### config.mk
export PLATFORM = sky130hd
export DESIGN_NAME = gss_core
export DESIGN_NICKNAME = d
export VERILOG_FILES = /design/src/hw/gss_pkg.sv /design/src/hw/gss_core.sv
export VERILOG_INCLUDE_DIRS = /design/src /design/src/hw
export SDC_FILE = /design/constraint.sdc
export NUM_CORES = 1
export LEC_CHECK = 0
export ABC_AREA = 1
export BUFFER_PORTS_ARGS = -buffer_cell sky130_fd_sc_hd__buf_2
export CAP_MARGIN = 10
export CORE_MARGIN = 8
export CORE_UTILIZATION = 58
export CTS_CLUSTER_SIZE = 40
export DETAILED_ROUTE_END_ITERATION = 10
export GPL_ROUTABILITY_DRIVEN = 1
export GPL_TIMING_DRIVEN = 0
export PLACE_DENSITY = 0.82
export SYNTH_ARGS = -nofsm -noshare
export SYNTH_HDL_FRONTEND = slang
export SYNTH_SLANG_ARGS = --single-unit
### constraint.sdc
create_clock -name i_mclk -period 1.5 [get_ports i_mclk]
set_input_delay 0.3 -clock i_mclk [delete_from_list [all_inputs] [get_ports i_mclk]]
set_output_delay 0.3 -clock i_mclk [all_outputs]
set_load 0.02 [all_outputs]
### src/hw/gss_map.svh
// constants for the guard status signal logic
`ifndef GSS_MAP_SVH
`define GSS_MAP_SVH
`define GSS_SYNC_STAGES 2
`define GSS_FRAME_BITS 16
`define GSS_BIT_PERIOD 200
`define GSS_ACYC_EVERY 4
`define GSS_ACYC_WORD 16'h0A5C
`endif

### src/hw/gss_pkg.sv
// types for the guard status signal logic
package gss_pkg;
  typedef enum logic [1:0] {GSS_TX_IDLE, GSS_TX_SHIFT} gss_tx_t;
endpackage

### src/hw/gss_core.sv
// output and status logic of a coded guard interlock switch
`timescale 1ns/1ps
`default_nettype none
`include "gss_map.svh"

module gss_core #(
  parameter int FRAME_BITS = `GSS_FRAME_BITS,
  parameter int BIT_PERIOD = `GSS_BIT_PERIOD
) (
  // clock and reset
  input wire logic i_mclk,
  input wire logic i_sys_rst,
  // sensing pins
  input wire logic i_code_valid,
  input wire logic i_head_entered,
  input wire logic i_full_insert,
  input wire logic i_solenoid_v,
  input wire logic i_manual_release,
  input wire logic i_pin_extended,
  input wire logic i_pin_jammed,
  input wire logic i_tensile_load,
  input wire logic i_chain_enable,
  input wire logic i_internal_fault,
  // configuration
  input wire logic i_mode_active,
  input wire logic i_chain_used,
  input wire logic i_gateway_present,
  // safety outputs
  output logic o_safe_out_a,
  output logic o_safe_out_b,
  // status signals
  output logic o_lock_status,
  output logic o_door_pos_first,
  output logic o_door_pos_second,
  output logic o_diag_flag,
  output logic o_diag_indicator,
  output logic o_manual_release_flag,
  output logic o_output_on_flag,
  output logic o_jammed_locker_flag,
  output logic o_lock_drive,
  // monitoring output with communication
  output logic o_comm_out
);

  // refuse sizes that the shift register and the divider cannot hold
  if (FRAME_BITS < 2 || FRAME_BITS > 16 || BIT_PERIOD < 2 || BIT_PERIOD > 65535)
  begin : g_bad_param
    $error("gss_core: unsupported parameter");
  end

  localparam int NIN = 11;

  // ****************************************
  // input synchronisers
  // ****************************************
  logic [NIN-1:0] raw_in;
  logic [NIN-1:0] sync_a;
  logic [NIN-1:0] sync_b;
  assign raw_in = {i_code_valid, i_head_entered, i_full_insert, i_solenoid_v, i_manual_release,
                   i_pin_extended, i_pin_jammed, i_tensile_load, i_chain_enable,
                   i_internal_fault, i_gateway_present};

  // two flip-flops per pin
  genvar gi;
  generate
    for (gi = 0; gi < NIN; gi++)
    begin : g_sync
      always_ff @(posedge i_mclk)
      begin
        if (i_sys_rst)
        begin
          sync_a[gi] <= 1'b0;
          sync_b[gi] <= 1'b0;
        end
        else
        begin
          sync_a[gi] <= raw_in[gi];
          sync_b[gi] <= sync_a[gi];
        end
      end
    end
  endgenerate

  logic s_code, s_head, s_full, s_sol, s_man, s_pin, s_jam, s_load, s_chain, s_fault, s_gw;
  assign {s_code, s_head, s_full, s_sol, s_man, s_pin, s_jam, s_load, s_chain, s_fault, s_gw} = sync_b;

  // ****************************************
  // state
  // ****************************************
  typedef struct packed {
    logic safe;
    logic lock;
    logic door1;
    logic door2;
    logic diag;
    logic fault_latch;
    logic man_flag;
    logic jam;
    logic drive;
    logic comm;
    logic [15:0] shreg;
    logic [4:0] bitcnt;
    logic [15:0] divcnt;
    logic [2:0] framecnt;
    gss_pkg::gss_tx_t tx;
  } gss_state_t;

  gss_state_t st;
  gss_state_t next_st;

  // ****************************************
  // combinational next state
  // ****************************************
  logic guard_open;
  logic locked;
  logic enable_cond;
  logic bit_tick;
  logic [15:0] status_word;
  assign guard_open = !s_code || !s_head;
  assign locked = s_pin && !guard_open && !s_man;
  assign bit_tick = (st.divcnt == 16'(BIT_PERIOD - 1));
  assign status_word = {8'h00, st.safe, st.jam, st.man_flag, st.diag, st.door2, st.door1, st.lock, 1'b1};

  always_comb
  begin
    next_st = st;
    // locking drive: solenoid voltage with guard fully in and no release
    next_st.drive = s_sol && s_full && !guard_open && !s_man;
    next_st.lock = locked;
    next_st.door1 = !guard_open;
    next_st.door2 = (!guard_open && s_full) || locked;
    // fault is latched until the guard opens while the fault input is clear
    if (s_fault)
      next_st.fault_latch = 1'b1;
    else if (guard_open)
      next_st.fault_latch = 1'b0;
    next_st.diag = s_fault || st.fault_latch;
    // common enable for both outputs
    enable_cond = !guard_open
                  && (locked || !i_mode_active)
                  && (s_chain || !i_chain_used)
                  && !s_fault && !st.fault_latch;
    next_st.safe = enable_cond;
    // manual release flag until command matches actual state
    if (s_man && (s_sol != s_pin || st.lock))
      next_st.man_flag = 1'b1;
    else if (s_sol == s_pin)
      next_st.man_flag = 1'b0;
    // jammed locker: set wins, clears on load or block gone
    if (s_jam && s_load && !s_sol)
      next_st.jam = 1'b1;
    else if (!s_load || !s_jam)
      next_st.jam = 1'b0;
    // communication output: frames when gateway present
    next_st.divcnt = bit_tick ? 16'h0000 : st.divcnt + 16'h0001;
    unique case (st.tx)
      gss_pkg::GSS_TX_IDLE:
      begin
        next_st.comm = st.safe;
        if (s_gw && bit_tick)
        begin
          next_st.shreg = (st.framecnt == 3'(`GSS_ACYC_EVERY - 1)) ? `GSS_ACYC_WORD : status_word;
          next_st.framecnt = (st.framecnt == 3'(`GSS_ACYC_EVERY - 1)) ? 3'h0 : st.framecnt + 3'h1;
          next_st.bitcnt = 5'h00;
          next_st.tx = gss_pkg::GSS_TX_SHIFT;
        end
      end
      gss_pkg::GSS_TX_SHIFT:
      begin
        if (bit_tick)
        begin
          next_st.comm = st.shreg[0];
          next_st.shreg = {1'b0, st.shreg[15:1]};
          next_st.bitcnt = st.bitcnt + 5'h01;
          if (st.bitcnt == 5'(FRAME_BITS - 1) || !s_gw)
            next_st.tx = gss_pkg::GSS_TX_IDLE;
        end
      end
    endcase
  end

  // ****************************************
  // state register
  // ****************************************
  always_ff @(posedge i_mclk)
  begin
    if (i_sys_rst)
    begin
      st <= '0;
      st.tx <= gss_pkg::GSS_TX_IDLE;
    end
    else
      st <= next_st;
  end

  // outputs straight from registers
  assign o_safe_out_a = st.safe;
  assign o_safe_out_b = st.safe;
  assign o_output_on_flag = st.safe;
  assign o_lock_status = st.lock;
  assign o_door_pos_first = st.door1;
  assign o_door_pos_second = st.door2;
  assign o_diag_flag = st.diag;
  assign o_diag_indicator = st.diag;
  assign o_manual_release_flag = st.man_flag;
  assign o_jammed_locker_flag = st.jam;
  assign o_lock_drive = st.drive;
  assign o_comm_out = st.comm;
endmodule
`default_nettype wire

==> results of run 1 <==
[metal layers]
layer  vias to the layer above  track usage, %  routed length [µm]
li1                       1295               -                   -
met1                      1173            21.1                2870
met2                        84            30.1                3170
met3                        18            4.63                 305
met4                         0            8.92                 142
met5                         -               0                   0
[layout by cell type (no fill, tap or decap), types with 10 or more instances in the layout]
| master | n |
|---|---|
| a21oi_1 | 14 |
| clkbuf_8 | 10 |
| buf_4 | 12 |
| inv_1 | 55 |
| nor2_1 | 98 |
| nand3_1 | 12 |
| o21ai_0 | 13 |
| dfxtp_2 | 10 |
| buf_2 | 28 |
| dfxtp_1 | 59 |
| nand2_1 | 48 |
[power groups by stage]
stage	combinational [mW]	sequential [mW]	clock, mW
finish	0.131	1.89	1.56
floorplan	0.0754	1.92	0
detailed placement	0.116	1.93	0
global placement	0.113	1.93	0
CTS	0.125	1.89	1.60
global route	0.149	1.89	1.68
[Yosys cell counts, types with 2 or more instances]
| master | count | area share (%) |
|---|---|---|
| nor3b_1 | 2 | 0.52 |
| clkbuf_1 | 4 | 0.52 |
| xor2_1 | 4 | 1.2 |
| nand2_2 | 3 | 0.65 |
| o21ai_1 | 3 | 0.52 |
| nor2_4 | 2 | 0.78 |
| ha_1 | 4 | 1.7 |
| inv_1 | 55 | 7.2 |
| nor2_1 | 99 | 13 |
| buf_2 | 3 | 0.52 |
| nand2_1 | 55 | 7.2 |
| inv_2 | 4 | 0.52 |
| nand3_1 | 13 | 2.3 |
| o211ai_1 | 5 | 1.3 |
| dfxtp_1 | 69 | 48 |
| nand2_4 | 2 | 0.78 |
| o21ai_0 | 14 | 2.4 |
| a21oi_1 | 17 | 3.0 |
| nand4_1 | 5 | 1.1 |
| nor3_1 | 7 | 1.2 |
| buf_4 | 4 | 1.0 |
[what timing repair did]
action | CTS | global route
resized for setup | 9 | 28
hold buffers | 0 | 0
pin swaps | 4 | 16
buffers inserted | 5 | 3
gates cloned | 2 | 0
endpoints found under the setup margin | 16 | 33
[metrics by stage]
stage / cells / util, %
global route: 506 / 73.2
CTS: 503 / 70.9
global placement: 480 / 64.8
finish: 506 / 73.2
detailed placement: 480 / 64.8
floorplan: 388 / -
[layout make-up]
| class | instances | area share (%) |
|---|---|---|
| Inverter | 61 | 6.68 |
| Multi-Input combinational cell | 247 | 37.2 |
| Clock buffer | 10 | 3.95 |
| Buffer | 12 | 2.19 |
| Tap cell | 67 | 2.41 |
| Sequential cell | 69 | 40.0 |
| Timing Repair Buffer | 34 | 5.53 |
| Clock inverter | 6 | 2.01 |
[worst reg2reg max path, delay by kind of cell (launching register included)]
kind,cells,cell delay [ns]
flops,1,0.36
fa+ha+maj,1,0.16
simple gates,4,0.33
compound gates,2,0.26
buf+inv,2,0.24
[path summary, 6_finish.rpt]
check	from	end	slack [ns]	cells past startpoint
worst min-delay path	i_head_entered	sync_a[9]	0.14	3
worst min register to register	sync_a[2]	s_chain	0.40	2
worst max-delay path	st[6]	st[32]	0.05	9
worst max register to register	st[6]	st[32]	0.05	9
[logic make-up after synthesis]
group | Yosys count | synth area share (%)
AOI/OAI and AO/OA | 46 | 9.62
and+or+nand+nor | 191 | 28.6
adders and majority gates | 4 | 1.74
DFF | 69 | 48.1
buffers and inverters | 73 | 10.5
xor gates and xnor gates | 5 | 1.52
==> flow_results.org, run 1 <==
** Status
- Outcome :: completed

** GRT
- Via count of the first global-routing pass :: 2535
- Entering global routing, the biggest net connects 14 pins.
- Wire length of the first global-routing pass :: 10700 µm
- GRT Resource Usage Total :: 18.1%
- The initial antenna violation count came to 0.
- After global routing the overflow that remains totals 0.

** Final layout
- Ranked by flip-flop count, first place goes to st.
- Multi-input gate area :: 0.00129 mm²
- Number of diodes :: 0
- The layout has 367 filler cells.
- Share of cells above drive strength 1 :: 22.8%
- Final instance area :: 0.00348 mm²
- Relative to the synthesized area, the layout overhead comes to 21.2%.
- Sequential cell area :: 0.00139 mm²
- Largest regs :: st x38, sync_a x11
- The register with the most flip-flops in the layout has 38 of them.
- Post-layout nets :: 453

** Timing
- Hold is met by 0.140 ns.
- Tightest slew margin relative to the limit :: 59.1%
- The number of pins exceeding their max-slew limit in the final report is 0.
- RSZ-0062 raised after global routing :: yes
- Setup Total Neg Slack :: 0 ns
- Setup violations remaining at the end of the flow were counted as 0.
- The routed design could run at a clock period as short as 1.45 ns.
- After layout, the worst path uses 96.8% of the clock period.
- Clk_skew :: 0.00674 ns
- Setup ws final :: 0.0482 ns
- Pin slew with the least headroom to its limit :: 0.614 ns
- Timing-limited maximum frequency :: 689 MHz
- Number of failing hold endpoints at the final stage :: 0

** Synthesis
- Number of nets produced by synthesis :: 407
- Post-synth EDFFs :: 0
- Post-Synthesis Cell Area :: 0.00287 mm²
- Post-synthesis cell count :: 388
- Mean Syn Cell Area :: 7.41 µm²
- Ys Warns :: 0
- Of all flip-flops after synthesis, the portion carrying an async set or reset was 0%.
- Sequential elements use 48.1% of the synthesized area.
- Register bit count reported by yosys :: 69
- The netlist uses 35 different library cells.
- For this run, the leading register cell type out of synthesis is dfxtp_1.

** Power and ir drop
- Cell-internal power :: 2.75 mW
- Per report_power, the clock group accounts for 43.6% of the total.
- Leak Pwr :: 1.58 nW
- Power spent charging and discharging nets :: 0.836 mW
- The share of total power dissipated in combinational logic is 3.7%.
- Summing internal, switching and leakage power gives 3.58 mW.
- Net switching is 23.3% of the power.
- Sequential cells burn 52.7% of the power.
- VDD sags by at most 689 µV.
- PD cells :: 1030 mW/mm²

** Drt
- Initial DRC count :: 189
- Wires add up to 6480 µm.
- Using the TritonRoute via totals, the vias-per-cell ratio works out to 5.08.
- Final ANT Viol Nets :: 0
- Drt drc :: 0
- The detailed router placed 2570 vias in this run.
- After detailed routing, the average wire length per cell comes to 12.8 µm.
- First-pass DRT Iterations :: 7

** Critical path
- The critical path goes through ha_4, nand2_4, inv_4, nand2_4, nor2_8, o211ai_4, buf_6, o21ai_1, nor2_1.
- The worst setup path is of the register to register kind.
- The worst setup path is captured at a register.
- The worst setup path is launched from a register.
- Worst path top cell family by delay :: flip-flops
- Stage delay of the slowest cell on the critical path :: 0.36 ns
- Critical Path Most Common Cell :: nand2_4
- Data on the critical path is required at its endpoint by 1.75 ns.
- Among all stages on the critical path, the largest delay is contributed by dfxtp_2.
- Along the worst path, the maximum fanout reaches 6.
- Number of buffer and inverter stages on the critical path :: 2
- Data on the critical path arrives at its endpoint at 1.70 ns.

** Clock network
- For the worst-skew pair, the clock arrives at the later sink with an insertion delay of 0.36 ns.
- TritonCTS built the clock tree.
- Buffer cell driving the clock tree root :: clkbuf_8
- In this run the deepest clock path goes through 2 buffers.
- TritonCTS sink count :: 69
- Clock-pin slew of the registers on the worst-case setup and hold paths :: 0.08 ns
- H-Tree Level Count :: 3
- Counting the buffers created by CTS gives 9.

** Floorplan
- I/O pin total :: 27
- The die covers 0.00746 mm².
- The die is 86.4 µm tall.
- The floorplan has 25 rows.
- The floorplan step set the die width to 86.4 µm.
- The core region is 0.00475 mm².
- Once the floorplan was initialized, standard cells occupied 60.4% of the core.

** Place
- The placed instances occupy a cell area of 0.00308 mm².
- After legalization and detailed placement, the total HPWL measured 4170 µm.
- The congestion estimate from routability-driven global placement came to 0.859.
- Prior to clock tree synthesis, the placed netlist has a worst setup slack of -0.0545 ns.
- During placement, the flow inserted port buffers numbering 25.

** Job
- The tool flagged a number of max-cap violations equal to 0.

** Worst hold path
- Path class of the lowest-slack min-delay path :: input pin to register
(Power assumes the default switching activity.)
==> run 2: changes to the inputs <==
--- a/config.mk
+++ b/config.mk
@@ -7,7 +7,7 @@
 export NUM_CORES = 1
 export LEC_CHECK = 0
 export ABC_AREA = 1
-export BUFFER_PORTS_ARGS = -buffer_cell sky130_fd_sc_hd__buf_2
+export BUFFER_PORTS_ARGS = -buffer_cell sky130_fd_sc_hd__buf_4
 export CAP_MARGIN = 10
 export CORE_MARGIN = 8
 export CORE_UTILIZATION = 58
@@ -15,7 +15,7 @@
 export DETAILED_ROUTE_END_ITERATION = 10
 export GPL_ROUTABILITY_DRIVEN = 1
 export GPL_TIMING_DRIVEN = 0
-export PLACE_DENSITY = 0.82
+export PLACE_DENSITY = 0.78
 export SYNTH_ARGS = -nofsm -noshare
 export SYNTH_HDL_FRONTEND = slang
 export SYNTH_SLANG_ARGS = --single-unit
==> run 2 against run 1 <==
First-iteration DRC count fell by 2.1%. Clock power rose by 28%. Sequential share of layout area fell by 1.4 points. Maximum frequency fell by 3.7%. The run now ends with setup timing left. Clock-buffer cell count fell by 1. Non-clock buffer count rose by 2. Worst setup slack got worse by 0.055 ns. Register-to-register slack got worse by 0.06 ns. Cell count rose by 0.40%. Core utilization rose by 2.7 points. Clock skew barely moved.
==> flow_results.org, run 2 (synthesized netlist as in run 1, its figures left out) <==
** Clock network
- H-Tree Level Count :: 3 (unchanged)
- The maximum clock path buffer count came to 2 (unchanged).
- The clock tree from TritonCTS is yes (unchanged).
- TritonCTS sink count :: 69 (unchanged)
- The clock insertion delay at the later pin of the skew report was 0.34 ns (was 0.36 ns).
- The clock transition at the registers of the reported paths came to 0.08 ns (about the same).
- The number of buffers added by the clock tree synthesis step is 9 (unchanged).
- Buffer cell driving the clock tree root :: clkbuf_8 (unchanged)

** Critical path
- Critical Path Slowest Stage Cell :: dfxtp_2 (unchanged)
- The startpoint type of the worst setup path is a register (unchanged).
- The worst path arrival time came to 1.74 ns (was 1.70 ns).
- The type of element capturing the critical path was a register (unchanged).
- The critical path class was register to register (unchanged).
- The maximum fanout encountered on the critical timing path was 6 (unchanged).
- The required time of the critical path was 1.73 ns (was 1.75 ns).
- Timing startpoint of the critical path :: st[5] (was st[6])
- Critical-path cell list: ha_4, nand2_4, inv_4, nand2_4, nor2_8, o211ai_4, buf_6, o21ai_1, nor2_1 (unchanged).
- The worst flop-to-flop path startpoint is st[5] (was st[6]).
- Critical Path Most Common Cell :: nand2_4 (unchanged)
- Stage delay of the slowest cell on the critical path :: 0.36 ns (about the same)

** Floorplan
- Initial core utilization :: 60.4% (unchanged)
- Width of the die :: 86.4 µm (unchanged)
- I/O pin total :: 27 (unchanged)
- The placeable core region came to 0.00475 mm² (unchanged).
- Die area :: 0.00746 mm² (unchanged)
- The vertical extent of the die was 86.4 µm (unchanged).
- Number of rows created at floorplan :: 25 (unchanged)

** Final layout
- The count of inserted antenna diode cells is 0 (unchanged).
- The flip-flop count of the largest register after layout was 38 (unchanged).
- Largest reg by FF count :: st (unchanged)
- Multi-input gate area :: 0.00128 mm² (was 0.00129 mm²)
- Share of cells above drive strength 1 :: 22.4% (was 22.8%)
- Utilization after layout :: 75.9% (was 73.2%)
- Commonest cells after routing, fill and taps aside: nor2_1 (96), dfxtp_1 (60), inv_1 (54) (was nor2_1 (98), dfxtp_1 (59), inv_1 (55)).
- The layout net count is 455 (was 453).
- The filler cell count in the final layout was 347 (was 367).
- Area delta synth->final :: 25.6% (was 21.2%)
- The combined flip-flop and latch cell area came to 0.00139 mm² (about the same).
- Most common library cell in the layout ignoring fill and taps :: nor2_1 (unchanged)
- Largest regs :: st x38, sync_a x11 (unchanged)

** Power and ir drop
- Leak Pwr :: 1.63 nW (was 1.58 nW)
- Worst-case vdd ir drop :: 852 µV (was 689 µV)
- The total power divided by cell area is 1120 mW/mm² (was 1030 mW/mm²).
- Total Power :: 4.03 mW (was 3.58 mW)

** Timing
- Final Critical Period :: 1.51 ns (was 1.45 ns)
- The transition time at the pin with the least slew margin was 0.521 ns (was 0.614 ns).
- The worst slew slack as a fraction of its limit is 65.2% (was 59.1%).
- The setup violation total in the final timing report was 1 (was 0).
- The worst setup skew after layout came to 0.00636 ns (was 0.00674 ns).
- RSZ-0062 raised after global routing :: yes (unchanged)
- The final worst setup slack was -0.00699 ns (was 0.0482 ns).
- Number of failing hold endpoints at the final stage :: 0 (unchanged)
- The number of pins exceeding their max-slew limit in the final report was 0 (unchanged).
- Timing-limited maximum frequency :: 664 MHz (was 689 MHz)
- Final clock period utilization by the worst path :: 100% (was 96.8%)

** Place
- Detailed Place HPWL :: 4270 µm (was 4170 µm)
- The port buffer count is 25 (unchanged).
- Routability Congestion :: 0.840 (was 0.859)

** GRT
- The overall global routing resource usage was 18.2% (was 18.1%).
- Antenna violations before repair :: 0 (unchanged)
- The via count of the first global-routing pass came to 2479 (was 2535).
- The total overflow reported by the global router is 0 (unchanged).
- The largest net degree at the start of global routing was 14 (unchanged).
- The wire length of the first global-routing pass is 10900 µm (was 10700 µm).

** Status
- Outcome :: complete, but fails checks (was completed)
- The final reports fail on setup timing.

** Job
- The number of maximum-capacitance constraint violations is 0 (unchanged).

** Drt
- Final ANT Viol Nets :: 0 (unchanged)
- The remaining design rule violation count is 0 (unchanged).
- The DRC marker count from the first detailed-route iteration was 185 (was 189).
- First-pass DRT Iterations :: 4 (was 7)
- Total number of vias :: 2570 (unchanged)
- The final routed wire length divided by cell count came to 12.6 µm (was 12.8 µm).
- The vias per cell was 5.06 (was 5.08).
- Wire length after detailed routing :: 6400 µm (was 6480 µm)

** Worst hold path
- The classification of the worst-slack hold path was input pin to register (unchanged).
- The startpoint of the tightest hold check path is i_mode_active (was i_head_entered).
[run 2: area by class of cell]
cell class | instances | area share [%]
Sequential cell | 69 | 38.6
Multi-Input combinational cell | 247 | 35.5
Timing Repair Buffer | 36 | 7.59
Inverter | 61 | 6.45
Clock inverter | 7 | 4.06
Clock buffer | 9 | 3.43
Tap cell | 67 | 2.32
Buffer | 12 | 2.11
[run 2: critical path, delay by kind of cell, from the launching register on]
kind / cells / cell delay, ns
AO/OA/AOI/OAI: 2 / 0.30
flip-flops: 1 / 0.36
adder cells (fa/ha/maj): 1 / 0.16
buffers and inverters: 2 / 0.25
AND/OR/NAND/NOR: 4 / 0.36
[run 2: per-layer routing]
layer / track usage, % / up-vias / share of wire (%)
li1: - / 1301 / -
met1: 21.5 / 1176 / 45
met2: 29.2 / 83 / 47
met3: 5.77 / 10 / 6.6
met4: 8.45 / 0 / 1.6
met5: 0 / - / 0
[run 2: power breakdown]
part           switching (mW)  internal [mW]  leakage [nW]
Clock                   0.710           1.28         0.134
Combinational          0.0776         0.0677         0.927
Sequential             0.0207           1.87         0.565
[run 2: timing repair]
action                                  CTS  global route
buffers inserted                          4             6
gates resized for setup                  10            25
cloned                                    2             0
pin swaps                                 3             9
hold buffers                              0             0
endpoints found under the setup margin   16            35
[run 2: stage by stage]
stage | area [µm²] | hold WS [ns] | setup slack, ns | TNS (ns) | std cells
CTS | 3510 | 0.147 | 0.000935 | 0 | 502
detailed placement | 3150 | 0.394 | -0.0926 | -0.693 | 480
global route | 3610 | 0.142 | -0.0670 | -0.207 | 508
global placement | 3150 | 0.389 | -0.0511 | -0.469 | 480
finish | 3610 | 0.159 | -0.00699 | -0.00699 | 508
floorplan | 2870 | 0.388 | 0.131 | 0 | 388
[run 2: worst paths after layout]
check / endpoint / slack (ns) / cells after the start
max: st[32] / -0.007 / 9
min: o_output_on_flag / 0.16 / 2
max reg2reg: st[32] / -0.007 / 9
min reg2reg: s_load / 0.40 / 2
